--- src/cpm_pkg.sv ---
// Constants, field positions and enumerations shared by the core addressing block
`default_nettype none

package cpm_pkg;

  // Widths
  localparam int BUS_AW = 8;
  localparam int PC_W = 15;
  localparam int PM_AW = 12;
  localparam int PM_DW = 14;
  localparam int DM_AW = 12;
  localparam int PTR_W = 16;
  localparam int ACC_W = 8;
  localparam int STACK_DEPTH = 16;
  localparam int STACK_AW = 4;
  localparam int SP_W = 5;
  localparam int IRQ_W = 5;

  // Vectors and memory map
  localparam logic [14:0] RESET_VECTOR = 15'h0000;
  localparam logic [14:0] INT_VECTOR = 15'h0004;
  localparam logic [11:0] PM_LAST = 12'hFFF;
  localparam logic [15:0] LIN_BASE = 16'h2000;
  localparam logic [15:0] LIN_END = 16'h29B0;
  localparam logic [15:0] GPR_BYTES = 16'h0050;
  localparam logic [6:0] GPR_START = 7'h20;
  localparam int PM_SEL_BIT = 15;
  localparam logic [7:0] INSTR_COUNT = 8'h31;

  // Register byte offsets
  localparam logic [7:0] OFF_CTRL = 8'h00;
  localparam logic [7:0] OFF_CMD = 8'h04;
  localparam logic [7:0] OFF_PC = 8'h08;
  localparam logic [7:0] OFF_PTR0 = 8'h0C;
  localparam logic [7:0] OFF_PTR1 = 8'h10;
  localparam logic [7:0] OFF_ACCUM = 8'h14;
  localparam logic [7:0] OFF_PWRCON = 8'h18;
  localparam logic [7:0] OFF_STACK = 8'h1C;
  localparam logic [7:0] OFF_IRQ_STATUS = 8'h20;
  localparam logic [7:0] OFF_IRQ_MASK = 8'h24;
  localparam logic [7:0] OFF_SHADOW = 8'h28;
  localparam logic [7:0] OFF_INFO = 8'h2C;

  // Field positions
  localparam int CTRL_STKRST = 0;
  localparam int CTRL_GIE = 1;
  localparam int CMD_SEL = 8;
  localparam int CMD_OPND = 16;
  localparam int PWR_UNF = 0;
  localparam int PWR_OVF = 1;
  localparam int STK_BUSY = 8;
  localparam int IRQ_OVF = 0;
  localparam int IRQ_UNF = 1;
  localparam int IRQ_INT = 2;
  localparam int IRQ_DONE = 3;
  localparam int IRQ_ILLEGAL = 4;

  // Bus encodings
  localparam logic [2:0] SIZE_WORD = 3'h2;

  typedef enum logic [2:0] {
    ST_IDLE, ST_POPA, ST_POPB, ST_DMWAIT, ST_PMEXTRA, ST_PMWAIT
  } cpm_state_type;

  typedef enum logic [3:0] {
    OP_NOP, OP_STEP, OP_GOTO, OP_BRANCH, OP_CALL, OP_RETURN, OP_RETFIE,
    OP_READ_DIRECT, OP_WRITE_DIRECT, OP_READ_IND, OP_WRITE_IND, OP_PTR_ADD
  } cpm_op_type;

endpackage

`default_nettype wire

--- src/cpm_core.sv ---
// Program counter, return stack, shadow registers and indirect pointers with AHB-Lite slave
`default_nettype none

// What this block does
// RULE1: Separate sixteen-entry fifteen-bit return stack.
// RULE2: Full push or empty pop sets flag.
// RULE3: Stack error resets when reset enabled.
// RULE4: Shadow copies saved on interrupt, restored on return.
// RULE5: Two sixteen-bit pointers reach all memory.
// RULE6: Program memory through pointer costs one cycle.
// RULE7: Pointers give linear view of RAM.
// RULE8: Program counter is fifteen bits wide.
// RULE9: Addresses above implemented memory wrap around.
// RULE10: Reset starts at 0000h, interrupt 0004h.
// RULE11: Core executes a forty-nine instruction set. The block only reports 49 at OFF_INFO and decodes twelve commands.
// RULE12: Direct, indirect and relative addressing supported.
// RULE13: Pointer bit 15 reads program word low byte.
// RULE14: Writes toward program memory have no effect.
// RULE15: Fetch address ignores counter bits above eleven.
module cpm_core (
  // Clock and reset
  input wire logic hclk,
  input wire logic hresetn,
  // AHB-Lite slave
  input wire logic hsel,
  input wire logic [cpm_pkg::BUS_AW-1:0] haddr,
  input wire logic [1:0] htrans,
  input wire logic hwrite,
  input wire logic [2:0] hsize,
  input wire logic hready,
  input wire logic [31:0] hwdata,
  output logic hreadyout,
  output logic [31:0] hrdata,
  output logic hresp,
  // Interrupt request from logic on the same clock
  input wire logic int_req,
  // Program memory read port
  output logic [cpm_pkg::PM_AW-1:0] pm_addr,
  input wire logic [cpm_pkg::PM_DW-1:0] pm_rdata,
  // Data memory port
  output logic [cpm_pkg::DM_AW-1:0] dm_addr,
  output logic dm_re,
  output logic dm_we,
  output logic [cpm_pkg::ACC_W-1:0] dm_wdata,
  input wire logic [cpm_pkg::ACC_W-1:0] dm_rdata,
  // System outputs
  output logic soft_reset,
  output logic irq
);

  import cpm_pkg::*;

  typedef struct packed {
    logic hreadyout;
    logic hresp;
    logic [31:0] hrdata;
    logic wr_pend;
    logic [BUS_AW-1:0] wr_addr;
    logic [PC_W-1:0] pc;
    logic [PTR_W-1:0] ptr0;
    logic [PTR_W-1:0] ptr1;
    logic [ACC_W-1:0] accum;
    logic [ACC_W-1:0] sh_accum;
    logic [PTR_W-1:0] sh_ptr0;
    logic [PTR_W-1:0] sh_ptr1;
    logic [SP_W-1:0] sp;
    logic ovf;
    logic unf;
    logic stkrst_en;
    logic gie;
    logic [IRQ_W-1:0] irq_status;
    logic [IRQ_W-1:0] irq_mask;
    logic irq;
    cpm_state_type fsm;
    logic [PM_AW-1:0] pm_addr;
    logic [DM_AW-1:0] dm_addr;
    logic dm_re;
    logic dm_we;
    logic [ACC_W-1:0] dm_wdata;
    logic soft_reset;
    logic stk_we;
    logic [STACK_AW-1:0] stk_waddr;
    logic [PC_W-1:0] stk_wdata;
    logic [STACK_AW-1:0] stk_raddr;
  } cpm_core_state_type;

  localparam cpm_core_state_type S_RESET = '{
    hreadyout: 1'b1,
    pc: RESET_VECTOR,
    fsm: ST_IDLE,
    default: '0
  };

  cpm_core_state_type s;
  cpm_core_state_type next;

  logic [PC_W-1:0] stk_rdata;
  logic cmd_go;
  logic [PTR_W-1:0] cmd_ptr;
  logic [PC_W-1:0] opnd_pc;
  logic [1:0] stk_set;
  logic [1:0] pwr_clr;
  logic [IRQ_W-1:0] irq_set;
  logic [IRQ_W-1:0] irq_clr;
  logic do_push;
  logic do_pop;
  logic [PC_W-1:0] push_val;

  // Map a pointer value onto the data memory address space
  function automatic logic [DM_AW-1:0] map_ptr(input logic [PTR_W-1:0] ptr);
    logic [PTR_W-1:0] lin;
    logic [PTR_W-1:0] bank;
    logic [PTR_W-1:0] offs;
    lin = ptr - LIN_BASE;
    bank = lin / GPR_BYTES;
    offs = lin % GPR_BYTES;
    if (ptr >= LIN_BASE && ptr < LIN_END) begin
      map_ptr = {bank[4:0], GPR_START + offs[6:0]}; // RULE7
    end else begin
      map_ptr = ptr[DM_AW-1:0];
    end
  endfunction

  // Return stack storage lives outside data memory
  cpm_stack_mem #(
    .DEPTH(STACK_DEPTH),
    .WIDTH(PC_W),
    .AW(STACK_AW)
  ) u_stack ( // RULE1
    .hclk(hclk),
    .hresetn(hresetn),
    .we(s.stk_we),
    .waddr(s.stk_waddr),
    .wdata(s.stk_wdata),
    .raddr(s.stk_raddr),
    .rdata(stk_rdata)
  );

  always_comb begin
    next = s;
    cmd_go = 1'b0;
    cmd_ptr = hwdata[CMD_SEL] ? s.ptr1 : s.ptr0; // RULE5
    opnd_pc = hwdata[CMD_OPND +: PC_W];
    stk_set = '0;
    pwr_clr = '0;
    irq_set = '0;
    irq_clr = '0;
    do_push = 1'b0;
    do_pop = 1'b0;
    push_val = s.pc;
    next.wr_pend = 1'b0;
    next.stk_we = 1'b0;
    next.dm_re = 1'b0;
    next.dm_we = 1'b0;
    next.soft_reset = 1'b0;

    // Address phase: read data is prepared now so it stands in the data phase
    if (hsel && htrans[1] && hready && hsize == SIZE_WORD) begin
      next.wr_pend = hwrite;
      next.wr_addr = haddr;
      // A write leaves the last read data standing
      if (!hwrite) begin
        unique case (haddr)
          OFF_CTRL: next.hrdata = 32'({s.gie, s.stkrst_en});
          OFF_PC: next.hrdata = 32'(s.pc); // RULE8
          OFF_PTR0: next.hrdata = 32'(s.ptr0);
          OFF_PTR1: next.hrdata = 32'(s.ptr1);
          OFF_ACCUM: next.hrdata = 32'(s.accum);
          OFF_PWRCON: next.hrdata = 32'({s.ovf, s.unf});
          OFF_STACK: next.hrdata = 32'({s.fsm != ST_IDLE, 3'h0, s.sp});
          OFF_IRQ_STATUS: next.hrdata = 32'(s.irq_status);
          OFF_IRQ_MASK: next.hrdata = 32'(s.irq_mask);
          OFF_SHADOW: next.hrdata = {s.sh_ptr1[7:0], s.sh_ptr0[7:0], 8'h00, s.sh_accum};
          OFF_INFO: next.hrdata = 32'(INSTR_COUNT); // RULE11
          default: next.hrdata = '0;
        endcase
      end
    end

    // Data phase of a write
    if (s.wr_pend) begin
      unique case (s.wr_addr)
        OFF_CTRL: begin
          next.stkrst_en = hwdata[CTRL_STKRST];
          next.gie = hwdata[CTRL_GIE];
        end
        OFF_CMD: cmd_go = (s.fsm == ST_IDLE);
        OFF_PTR0: next.ptr0 = hwdata[PTR_W-1:0];
        OFF_PTR1: next.ptr1 = hwdata[PTR_W-1:0];
        OFF_ACCUM: next.accum = hwdata[ACC_W-1:0];
        OFF_PWRCON: pwr_clr = hwdata[1:0];
        OFF_IRQ_STATUS: irq_clr = hwdata[IRQ_W-1:0];
        OFF_IRQ_MASK: next.irq_mask = hwdata[IRQ_W-1:0];
        default: ;
      endcase
    end

    // Multi-cycle operations finishing
    unique case (s.fsm)
      ST_IDLE: ;
      ST_POPA: next.fsm = ST_POPB;
      ST_POPB: begin
        next.pc = stk_rdata;
        next.fsm = ST_IDLE;
        irq_set[IRQ_DONE] = 1'b1;
      end
      ST_DMWAIT: begin
        next.accum = dm_rdata;
        next.fsm = ST_IDLE;
        irq_set[IRQ_DONE] = 1'b1;
      end
      // The program word needs a second cycle before it is taken
      ST_PMEXTRA: next.fsm = ST_PMWAIT; // RULE6
      ST_PMWAIT: begin
        next.accum = pm_rdata[ACC_W-1:0]; // RULE13
        next.fsm = ST_IDLE;
        irq_set[IRQ_DONE] = 1'b1;
      end
    endcase

    if (cmd_go) begin
      unique case (cpm_op_type'(hwdata[3:0]))
        OP_NOP: ;
        OP_STEP: next.pc = s.pc + 15'h1;
        OP_GOTO: next.pc = opnd_pc;
        OP_BRANCH: next.pc = s.pc + 15'h1 + opnd_pc; // RULE12
        OP_CALL: begin
          do_push = 1'b1;
          push_val = s.pc + 15'h1;
          next.pc = opnd_pc;
        end
        OP_RETURN: do_pop = 1'b1;
        OP_RETFIE: begin
          do_pop = 1'b1;
          next.accum = s.sh_accum; // RULE4
          next.ptr0 = s.sh_ptr0; // RULE4
          next.ptr1 = s.sh_ptr1; // RULE4
          next.gie = 1'b1;
        end
        OP_READ_DIRECT: begin
          next.dm_addr = hwdata[CMD_OPND +: DM_AW]; // RULE12
          next.dm_re = 1'b1;
          next.fsm = ST_DMWAIT;
        end
        OP_WRITE_DIRECT: begin
          next.dm_addr = hwdata[CMD_OPND +: DM_AW];
          next.dm_we = 1'b1;
          next.dm_wdata = s.accum;
        end
        OP_READ_IND: begin
          if (cmd_ptr[PM_SEL_BIT]) begin
            next.pm_addr = cmd_ptr[PM_AW-1:0]; // RULE9
            next.fsm = ST_PMEXTRA; // RULE6
          end else begin
            next.dm_addr = map_ptr(cmd_ptr); // RULE12
            next.dm_re = 1'b1;
            next.fsm = ST_DMWAIT;
          end
        end
        OP_WRITE_IND: begin
          // Program memory is read-only through the pointers
          if (!cmd_ptr[PM_SEL_BIT]) begin // RULE14
            next.dm_addr = map_ptr(cmd_ptr);
            next.dm_we = 1'b1;
            next.dm_wdata = s.accum;
          end
        end
        OP_PTR_ADD: begin
          if (hwdata[CMD_SEL]) begin
            next.ptr1 = s.ptr1 + hwdata[CMD_OPND +: PTR_W];
          end else begin
            next.ptr0 = s.ptr0 + hwdata[CMD_OPND +: PTR_W];
          end
        end
        default: irq_set[IRQ_ILLEGAL] = 1'b1;
      endcase
    end

    // Interrupt entry only when no command is being taken
    if (s.fsm == ST_IDLE && !cmd_go && s.gie && int_req) begin
      do_push = 1'b1;
      push_val = s.pc;
      next.pc = INT_VECTOR; // RULE10
      next.sh_accum = s.accum; // RULE4
      next.sh_ptr0 = s.ptr0; // RULE4
      next.sh_ptr1 = s.ptr1; // RULE4
      next.gie = 1'b0;
      irq_set[IRQ_INT] = 1'b1;
    end

    if (do_push) begin
      if (s.sp == SP_W'(STACK_DEPTH)) begin
        stk_set[PWR_OVF] = 1'b1; // RULE2
      end else begin
        next.stk_we = 1'b1;
        next.stk_waddr = s.sp[STACK_AW-1:0];
        next.stk_wdata = push_val;
        next.sp = s.sp + 5'h1;
      end
    end

    if (do_pop) begin
      if (s.sp == '0) begin
        stk_set[PWR_UNF] = 1'b1; // RULE2
      end else begin
        next.sp = s.sp - 5'h1;
        next.stk_raddr = STACK_AW'(s.sp - 5'h1);
        next.fsm = ST_POPA;
      end
    end

    if (cmd_go && next.fsm == ST_IDLE) begin
      irq_set[IRQ_DONE] = 1'b1;
    end

    // A stack error restarts the core but keeps the flags for software
    if (stk_set != '0 && s.stkrst_en) begin // RULE3
      next.soft_reset = 1'b1;
      next.pc = RESET_VECTOR; // RULE10
      next.sp = '0;
      next.fsm = ST_IDLE;
      next.gie = 1'b0;
      next.stk_we = 1'b0;
      next.dm_re = 1'b0;
      next.dm_we = 1'b0;
    end

    // Hardware set wins over a same-cycle software clear
    next.unf = (s.unf & ~pwr_clr[PWR_UNF]) | stk_set[PWR_UNF]; // RULE2
    next.ovf = (s.ovf & ~pwr_clr[PWR_OVF]) | stk_set[PWR_OVF]; // RULE2
    irq_set[IRQ_OVF] = irq_set[IRQ_OVF] | stk_set[PWR_OVF];
    irq_set[IRQ_UNF] = irq_set[IRQ_UNF] | stk_set[PWR_UNF];
    next.irq_status = (s.irq_status & ~irq_clr) | irq_set;
    next.irq = |(next.irq_status & next.irq_mask);

    // Upper counter bits are dropped so the fetch wraps inside 4K words
    if (next.fsm != ST_PMEXTRA && next.fsm != ST_PMWAIT) begin
      next.pm_addr = next.pc[PM_AW-1:0]; // RULE9 RULE15
    end
  end

  always_ff @(posedge hclk or negedge hresetn) begin
    if (!hresetn) begin
      s <= S_RESET; // RULE10
    end else begin
      s <= next;
    end
  end

  assign hreadyout = s.hreadyout;
  assign hresp = s.hresp;
  assign hrdata = s.hrdata;
  assign pm_addr = s.pm_addr;
  assign dm_addr = s.dm_addr;
  assign dm_re = s.dm_re;
  assign dm_we = s.dm_we;
  assign dm_wdata = s.dm_wdata;
  assign soft_reset = s.soft_reset;
  assign irq = s.irq;

endmodule // cpm_core

`default_nettype wire

--- src/cpm_stack_mem.sv ---
// Return address memory with registered read data
`default_nettype none

module cpm_stack_mem #(
  parameter int DEPTH = 16,
  parameter int WIDTH = 15,
  parameter int AW = 4
) (
  // Clock and reset
  input wire logic hclk,
  input wire logic hresetn,
  // Write port
  input wire logic we,
  input wire logic [AW-1:0] waddr,
  input wire logic [WIDTH-1:0] wdata,
  // Read port
  input wire logic [AW-1:0] raddr,
  output logic [WIDTH-1:0] rdata
);

  typedef struct packed {
    logic [DEPTH-1:0][WIDTH-1:0] words;
    logic [WIDTH-1:0] rdata;
  } cpm_stack_mem_state_type;

  cpm_stack_mem_state_type s;
  cpm_stack_mem_state_type next;

  always_comb begin
    next = s;
    if (we) begin
      next.words[waddr] = wdata;
    end
    // Read sees the old word on a same-cycle write to the same entry
    next.rdata = s.words[raddr];
  end

  always_ff @(posedge hclk or negedge hresetn) begin
    if (!hresetn) begin
      s <= '0;
    end else begin
      s <= next;
    end
  end

  assign rdata = s.rdata;

endmodule // cpm_stack_mem

`default_nettype wire

--- config.mk ---
export PLATFORM = sky130hd
export DESIGN_NAME = cpm_core
export DESIGN_NICKNAME = d
export VERILOG_FILES = /design/src/cpm_pkg.sv /design/src/cpm_core.sv /design/src/cpm_stack_mem.sv
export SDC_FILE = /design/constraint.sdc
export NUM_CORES = 1
export LEC_CHECK = 0
export CAP_MARGIN = 25
export CORE_AREA = 2 2 224 226
export CTS_CLUSTER_SIZE = 28
export DETAILED_ROUTE_END_ITERATION = 6
export DIE_AREA = 0 0 226 228
export DONT_BUFFER_PORTS = 1
export GPL_ROUTABILITY_DRIVEN = 0
export PLACE_DENSITY = 0.71
export SYNTH_ARGS = -nofsm -noshare
export SYNTH_HDL_FRONTEND = slang
export SYNTH_SLANG_ARGS = --single-unit
--- constraint.sdc ---
create_clock -name hclk -period 6.35 [get_ports hclk]
set_input_delay 1.27 -clock hclk [delete_from_list [all_inputs] [get_ports hclk]]
set_output_delay 1.27 -clock hclk [all_outputs]
set_load 0.1 [all_outputs]
**After elaboration in Yosys (flattened, before gate mapping)**

Cells that the tools add are included.

- Bits in registers: 473

- Order comparisons: 5
- Mux-type cells: 79
- Reduce and logical (&&, ||, !) cells: 38
- Add/sub/neg operators: 8
- Bitwise operators: 13
- Eq/ne operators: 39
- Divide/modulo/power cells: 2

Operators by type and width:

| cell | number |
|---|---|
| 32-bit one-hot mux with 11 select lines | 1 |
| 240-bit bitwise mux | 1 |
| 15-bit two-way mux | 8 |
| 16-bit two-way mux | 5 |
| 32-bit one-hot mux with 2 select lines | 1 |
| 15-bit binary-select mux with 4-bit select | 1 |
| 15-bit demux with 4-bit select | 1 |
| 12-bit two-way mux | 5 |
| 8-bit by 5-bit == test with 1-bit output, second input constant | 7 |
| 55-bit two-way mux | 1 |
| 8-bit by 6-bit == test with 1-bit output, second input constant | 6 |
| 5-bit two-way mux | 9 |
| 15-bit one-hot mux with 3 select lines | 1 |
| 20-bit two-way mux | 2 |
| 40-bit two-way mux | 1 |
| 37-bit two-way mux | 1 |
| 12-bit one-hot mux with 3 select lines | 1 |
| 16-bit adder | 2 |
| 8-bit by 4-bit == test with 1-bit output, second input constant | 3 |
| 1-bit two-way mux | 22 |
| 9-bit two-way mux | 2 |
| 9-bit one-hot mux with 2 select lines | 1 |
| 16-bit by 7-bit divider with 16-bit output, second input constant | 1 |
| 4-bit by 3-bit == test with 1-bit output, second input constant | 4 |
| other kinds (50) | 97 |

**Longest topological paths before layout**

- Word-level depth: 16
- Mapped depth: 32

**Modules after synthesis**

From an unflattened synthesis, not the netlist that was laid out.

- Cells, all modules: 2478
- Area, all modules: 26842.0 µm²

Modules (own cells, without submodules):

| module | times used | cells each | area an instance (µm²) | sequential area each (µm²) |
|---|---|---|---|---|
| cpm_core | 1 | 1780 | 15623.7 | 5455.2 |
| cpm_stack_mem | 1 | 698 | 11218.3 | 6381.1 |

**Worst setup path before layout**

OpenSTA, ideal clock, no wires.

- Path type: input port to flip-flop
- Start point: input hwdata[8]
- End point: register s (netlist bit dm_addr[6])
- Stages on the path: 30
- Data arrival time: 8179 ps
- Data required time: 6216 ps
- Setup slack: -1963 ps
- Path through: buf_6 > buf_2 > buf_2 > buf_1 > mux2_2 > inv_1 > ha_1 > buf_4 > xor2_1 > a22o_1 > o41a_1 > maj3_2 > nand2_2 > o21ai_1 > a21oi_2 > o32ai_1 > or4_4 > maj3_2 > o221a_4 > a211oi_4 > a21oi_1 > a2111oi_2 > nor3_1 > a2111oi_4 > nand4_1 > o31a_1 > a221oi_2 > mux2i_1 > mux2i_1 > o211ai_1

- Word-level cells in the longest chain between the ends: 7
- Elaborated cells on any way between the ends: 14
- Those cells by class: 2 x add/sub; 1 x div; 2 x order compare; 2 x eq/ne; 5 x mux; 2 x reduce/logical

RTL lines:

| item | RTL line | source |
|---|---|---|
| start, declared | cpm_core.sv:31 | `input wire logic [31:0] hwdata,` |
| 16-bit two-way mux * | cpm_core.sv:142 | `cmd_ptr = hwdata[CMD_SEL] ? s.ptr1 : s.ptr0;` |
| 16-bit by 14-bit subtractor with 16-bit output | cpm_core.sv:114 | `lin = ptr - LIN_BASE;` |
| 16-bit by 7-bit modulo with 16-bit output | cpm_core.sv:116 | `offs = lin % GPR_BYTES;` |
| 6-bit by 7-bit adder with 7-bit output | cpm_core.sv:118 | `map_ptr = {bank[4:0], GPR_START + offs[6:0]};` |
| 12-bit two-way mux | cpm_core.sv:117 | `if (ptr >= LIN_BASE && ptr < LIN_END) begin` |
| 12-bit two-way mux / 13-bit two-way mux (equally long branches) | cpm_core.sv:262, cpm_core.sv:251 |  |
| 12-bit one-hot mux with 3 select lines | cpm_core.sv:222 | `unique case (cpm_op_type'(hwdata[3:0]))` |
| end signal, assigned | cpm_core.sv:346 | `s <= next;` |
| end, declared | cpm_core.sv:94 | `cpm_core_state_type s;` |

Mark *: on every way between the ends. The rest lies on a longest branch, timed or not. The select of a mux whose other input is x is not followed.
A chain may end at the register's enable or synchronous reset.

**Worst setup path in the final report**

Same ends and word-level chain as after synthesis.

==> metrics.md <==
| Metric | Value |
|---|---|
| Layout fillers | `~3800` |
| Initial antenna violation count | `0` |
| Largest net degree at the start of global routing | `around 470` |
| Ys async rst share | `100.0%` |
| Vias/cell | `6.485` |
| Syn avg cell area | `between 10 and 15 µm²` |
| Final Skew | `a little under 30 ps` |
| # diodes | `0` |
| Number of I/O port buffers | `0` |
| Io pins | `about 140` |
| Pre-antenna DRT Iters | `7` |
| Peak VDD IR | `~0.23 mV` |
| Die outline width | `~230 µm` |
| Synth Warn # | `0` |
| Combinational share of power | `between 20% and 30%` |
| PD cells | `about 280 nW/µm²` |
| # setup viols final | `5` |
| Cells after Synth | `approximately 2400` |
| RSZ-0062 raised after global routing | `yes` |
| CTS H-tree lvls | `2` |
| Yosys top cell area share | `around 44%` |
| Startpoint Class | `input pin` |
| WL final | `77460 µm` |
| Die H | `approximately 230 µm` |
| Failing checks | `max-slew violations, negative setup slack` |
| CTS max path bufs | `3` |
| Post-route ant nets | `0` |
| Kind of critical path | `input pin to flip-flop` |
| Via Count | `between 20000 and 25000` |
| Synth top cells by count | `473 x dfrtp_1, 270 x mux2_2, 243 x nand2_1` |
| Max-cap violations | `0` |
| Syn_nets | `between 2000 and 3000` |
| Switch share | `around 30%` |
| Worst EP arrival | `roughly 7400 ps` |
| Critical path capture point type | `flip-flop` |
| Final Instance Count excl. Fillers | `around 3200` |
| Synth Cell Area | `about 27000 µm²` |
| Worst-Skew Late Latency | `between 600 and 700 ps` |
| Vias in the first global route | `between 20000 and 25000` |
| Total track usage | `29.83%` |
| Worst slew pin tran | `2339 ps` |
| Cell row count | `just over 80` |
| Worst slack, placed | `-1302 ps` |
| Hold crit path type | `input pin to asynchronous set/reset pin` |
| Layout cell share with drive strength beyond 1 | `between 30 and 40%` |
| Remaining Overflow, GRT | `0` |
| Int Power | `around 6000 µW` |
| Status | `finished with violations` |
| Crit Path Max Fanout | `51` |
| Clock Power Share | `between 30% and 40%` |
| Psw | `about 2500 µW` |
| CTS tree | `built` |
| Leak | `0.01401 µW` |
| Tcrit/Tclk final | `109.5%` |
| F_max | `0.1438 GHz` |
| Footprint of the multi-input gates | `around 14000 µm²` |
| Post-synthesis sequential area ratio | `44.37%` |
| Clock-pin transition on the worst setup and hold timing paths | `approximately 60 ps` |
| Setup_tns | `-2129 ps` |
| Synth top area cells | `dfrtp_1 44%, mux2_2 11%, mux4_2 6.3%` |
| CTS Buf Count | `50` |
| Final hold violation count | `0` |
| Syn-to-layout area delta | `13.77%` |
| Effective utilization at floorplan | `a little over half` |
| Top-count cell post-synth | `dfrtp_1` |
| Fin crit period | `approximately 7000 ps` |
| Global-route wire length before repair | `119500 µm` |
| Final HPWL DP | `52440 µm` |
| Flop pwr share | `between 30 and 40%` |
| Cell taking the most area after synthesis | `dfrtp_1` |
| Clk sink count | `473` |
| Drt drc | `0` |
| Initial DRC Count | `2073` |
| Wirelength per Cell | `around 24 µm` |
| Min setup slack post-route | `-604.0 ps` |
| Die area | `51530 µm²` |
| Final Slew Violations | `340` |
| EDFF count, synth | `0` |
| Core Area | `49350 µm²` |
| Placed cells | `3065` |
| Netlist cell types | `113` |
| Top_reg_cell synth | `dfrtp_1` |
| Layout Nets | `approximately 2600` |
| Storage element area | `roughly 12000 µm²` |
| Synth Register Bits | `about 470` |
| Clock Tree Root | `clkbuf_16` |
| Rel. slew slack | `-55.95%` |
| CP required | `approximately 6800 ps` |
## power groups by stage
stage | Combinational, µW | Sequential [µW] | Clock, µW
3_5_place_dp | 1900 | 3170 | 0
5_1_grt | 2460 | 3120 | 3160
6_report | 2320 | 3120 | 3000
3_3_place_gp | 1850 | 3170 | 0
2_1_floorplan | 1200 | 3130 | 0
4_1_cts | 2090 | 3120 | 3030
## layout by cell type, fill, tap and decap left out, drive strengths merged, types with 32 or more instances in the layout
cell type,count
ha,50
mux4,75
dfrtp,473
xnor2,54
a21oi,133
mux2i,67
a21o,33
inv,42
buf,220
nor3,41
nor2,139
clkbuf,79
mux2,276
a211oi,32
nand2,245
o21ai,104
## metrics by stage
stage	instance area, µm²	hold WS (ps)	util [%]	power (µW)
final	30350	362.6	61.50	8440
after global routing	30350	343.3	61.50	8740
after CTS	29980	353.9	60.74	8235
after detailed placement	28110	466.7	56.95	5073
after floorplan	26860	446.2	-	4324
after global placement	28050	457.1	56.84	5024
## flip-flops by register name, summed over array words and instances (netlist names)
name,count
irq,1
pm_addr,12
dm_addr,12
u_stack.s,240
dm_wdata,8
hrdata,32
s,150
dm_re,1
u_stack.rdata,15
dm_we,1
soft_reset,1
## critical path, stage by stage
cell	delay, ps
mux2_4	320
inv_4	80
ha_4	220
xor2_4	110
a22o_1	280
o41a_1	400
maj3_2	340
nand2_4	130
o221a_4	280
xnor2_4	140
o32ai_4	120
or4_4	510
buf_6	140
o221a_1	240
o211ai_1	260
or4_4	210
buf_4	120
o211ai_4	130
buf_6	160
a2111o_1	440
a2111oi_4	210
nand4_1	170
o31a_1	280
a221oi_2	230
mux2i_1	260
mux2i_1	210
o211ai_1	100
## per-layer routing
| metal | vias up | GRT usage [%] | wire (µm) | share of wire [%] |
|---|---|---|---|---|
| met5 | - | 0 | 0 | 0 |
| met4 | 0 | 15.94 | 4566 | 5.9 |
| met3 | 261 | 6.273 | 6351 | 8.2 |
| met2 | 998 | 47.40 | 36010 | 46 |
| met1 | 10390 | 38.32 | 30540 | 39 |
| li1 | 8976 | - | - | - |
## worst paths after layout
path	from	to	slack [ps]	cells after the start
min in group hclk	s[97]$_DFFE_PN0P_	s[97]$_DFFE_PN0P_	480	2
worst min register to register	s[97]$_DFFE_PN0P_	s[97]$_DFFE_PN0P_	480	2
worst max register to register	s[160]$_DFF_PN0_	dm_addr[6]$_DFFE_PN0P_	-270	27
worst min-delay path	hresetn	hrdata[1]$_DFFE_PN0P_	360	0
max in group asynchronous	hresetn	u_stack.s[244]$_DFFE_PN0P_	4120	0
worst max-delay path	hwdata[8]	dm_addr[6]$_DFFE_PN0P_	-600	27
## final cells by class
cell class | instances | share of cell area, %
clock inverters | 11 | 0.5689
repair buffers | 220 | 5.697
inverters | 44 | 0.5524
multi-input cells | 1682 | 46.44
clock buffers | 79 | 4.943
well taps | 672 | 2.770
flip-flops and latches | 473 | 39.02
## repair_timing
item                                    CTS  global route
hold buffers                              0             0
endpoints found under the setup margin    5             5
pin swaps                                17            19
setup buffers                             8            15
gates resized for setup                  25            43
## kinds of logic (layout without fill, tap and decap cells)
logic type	count (synthesis)	in the layout	synth area share, %
DFF	473	473	44.37
and+or+nand+nor	580	580	10.25
muxes	418	418	20.65
buffers and inverters	256	354	4.685
xor gates and xnor gates	76	76	2.594
other	2	2	0.02815
adders and majority gates	56	56	2.697
AOI/OAI and AO/OA	550	550	14.74
Power figures use the tool's default switching activity.
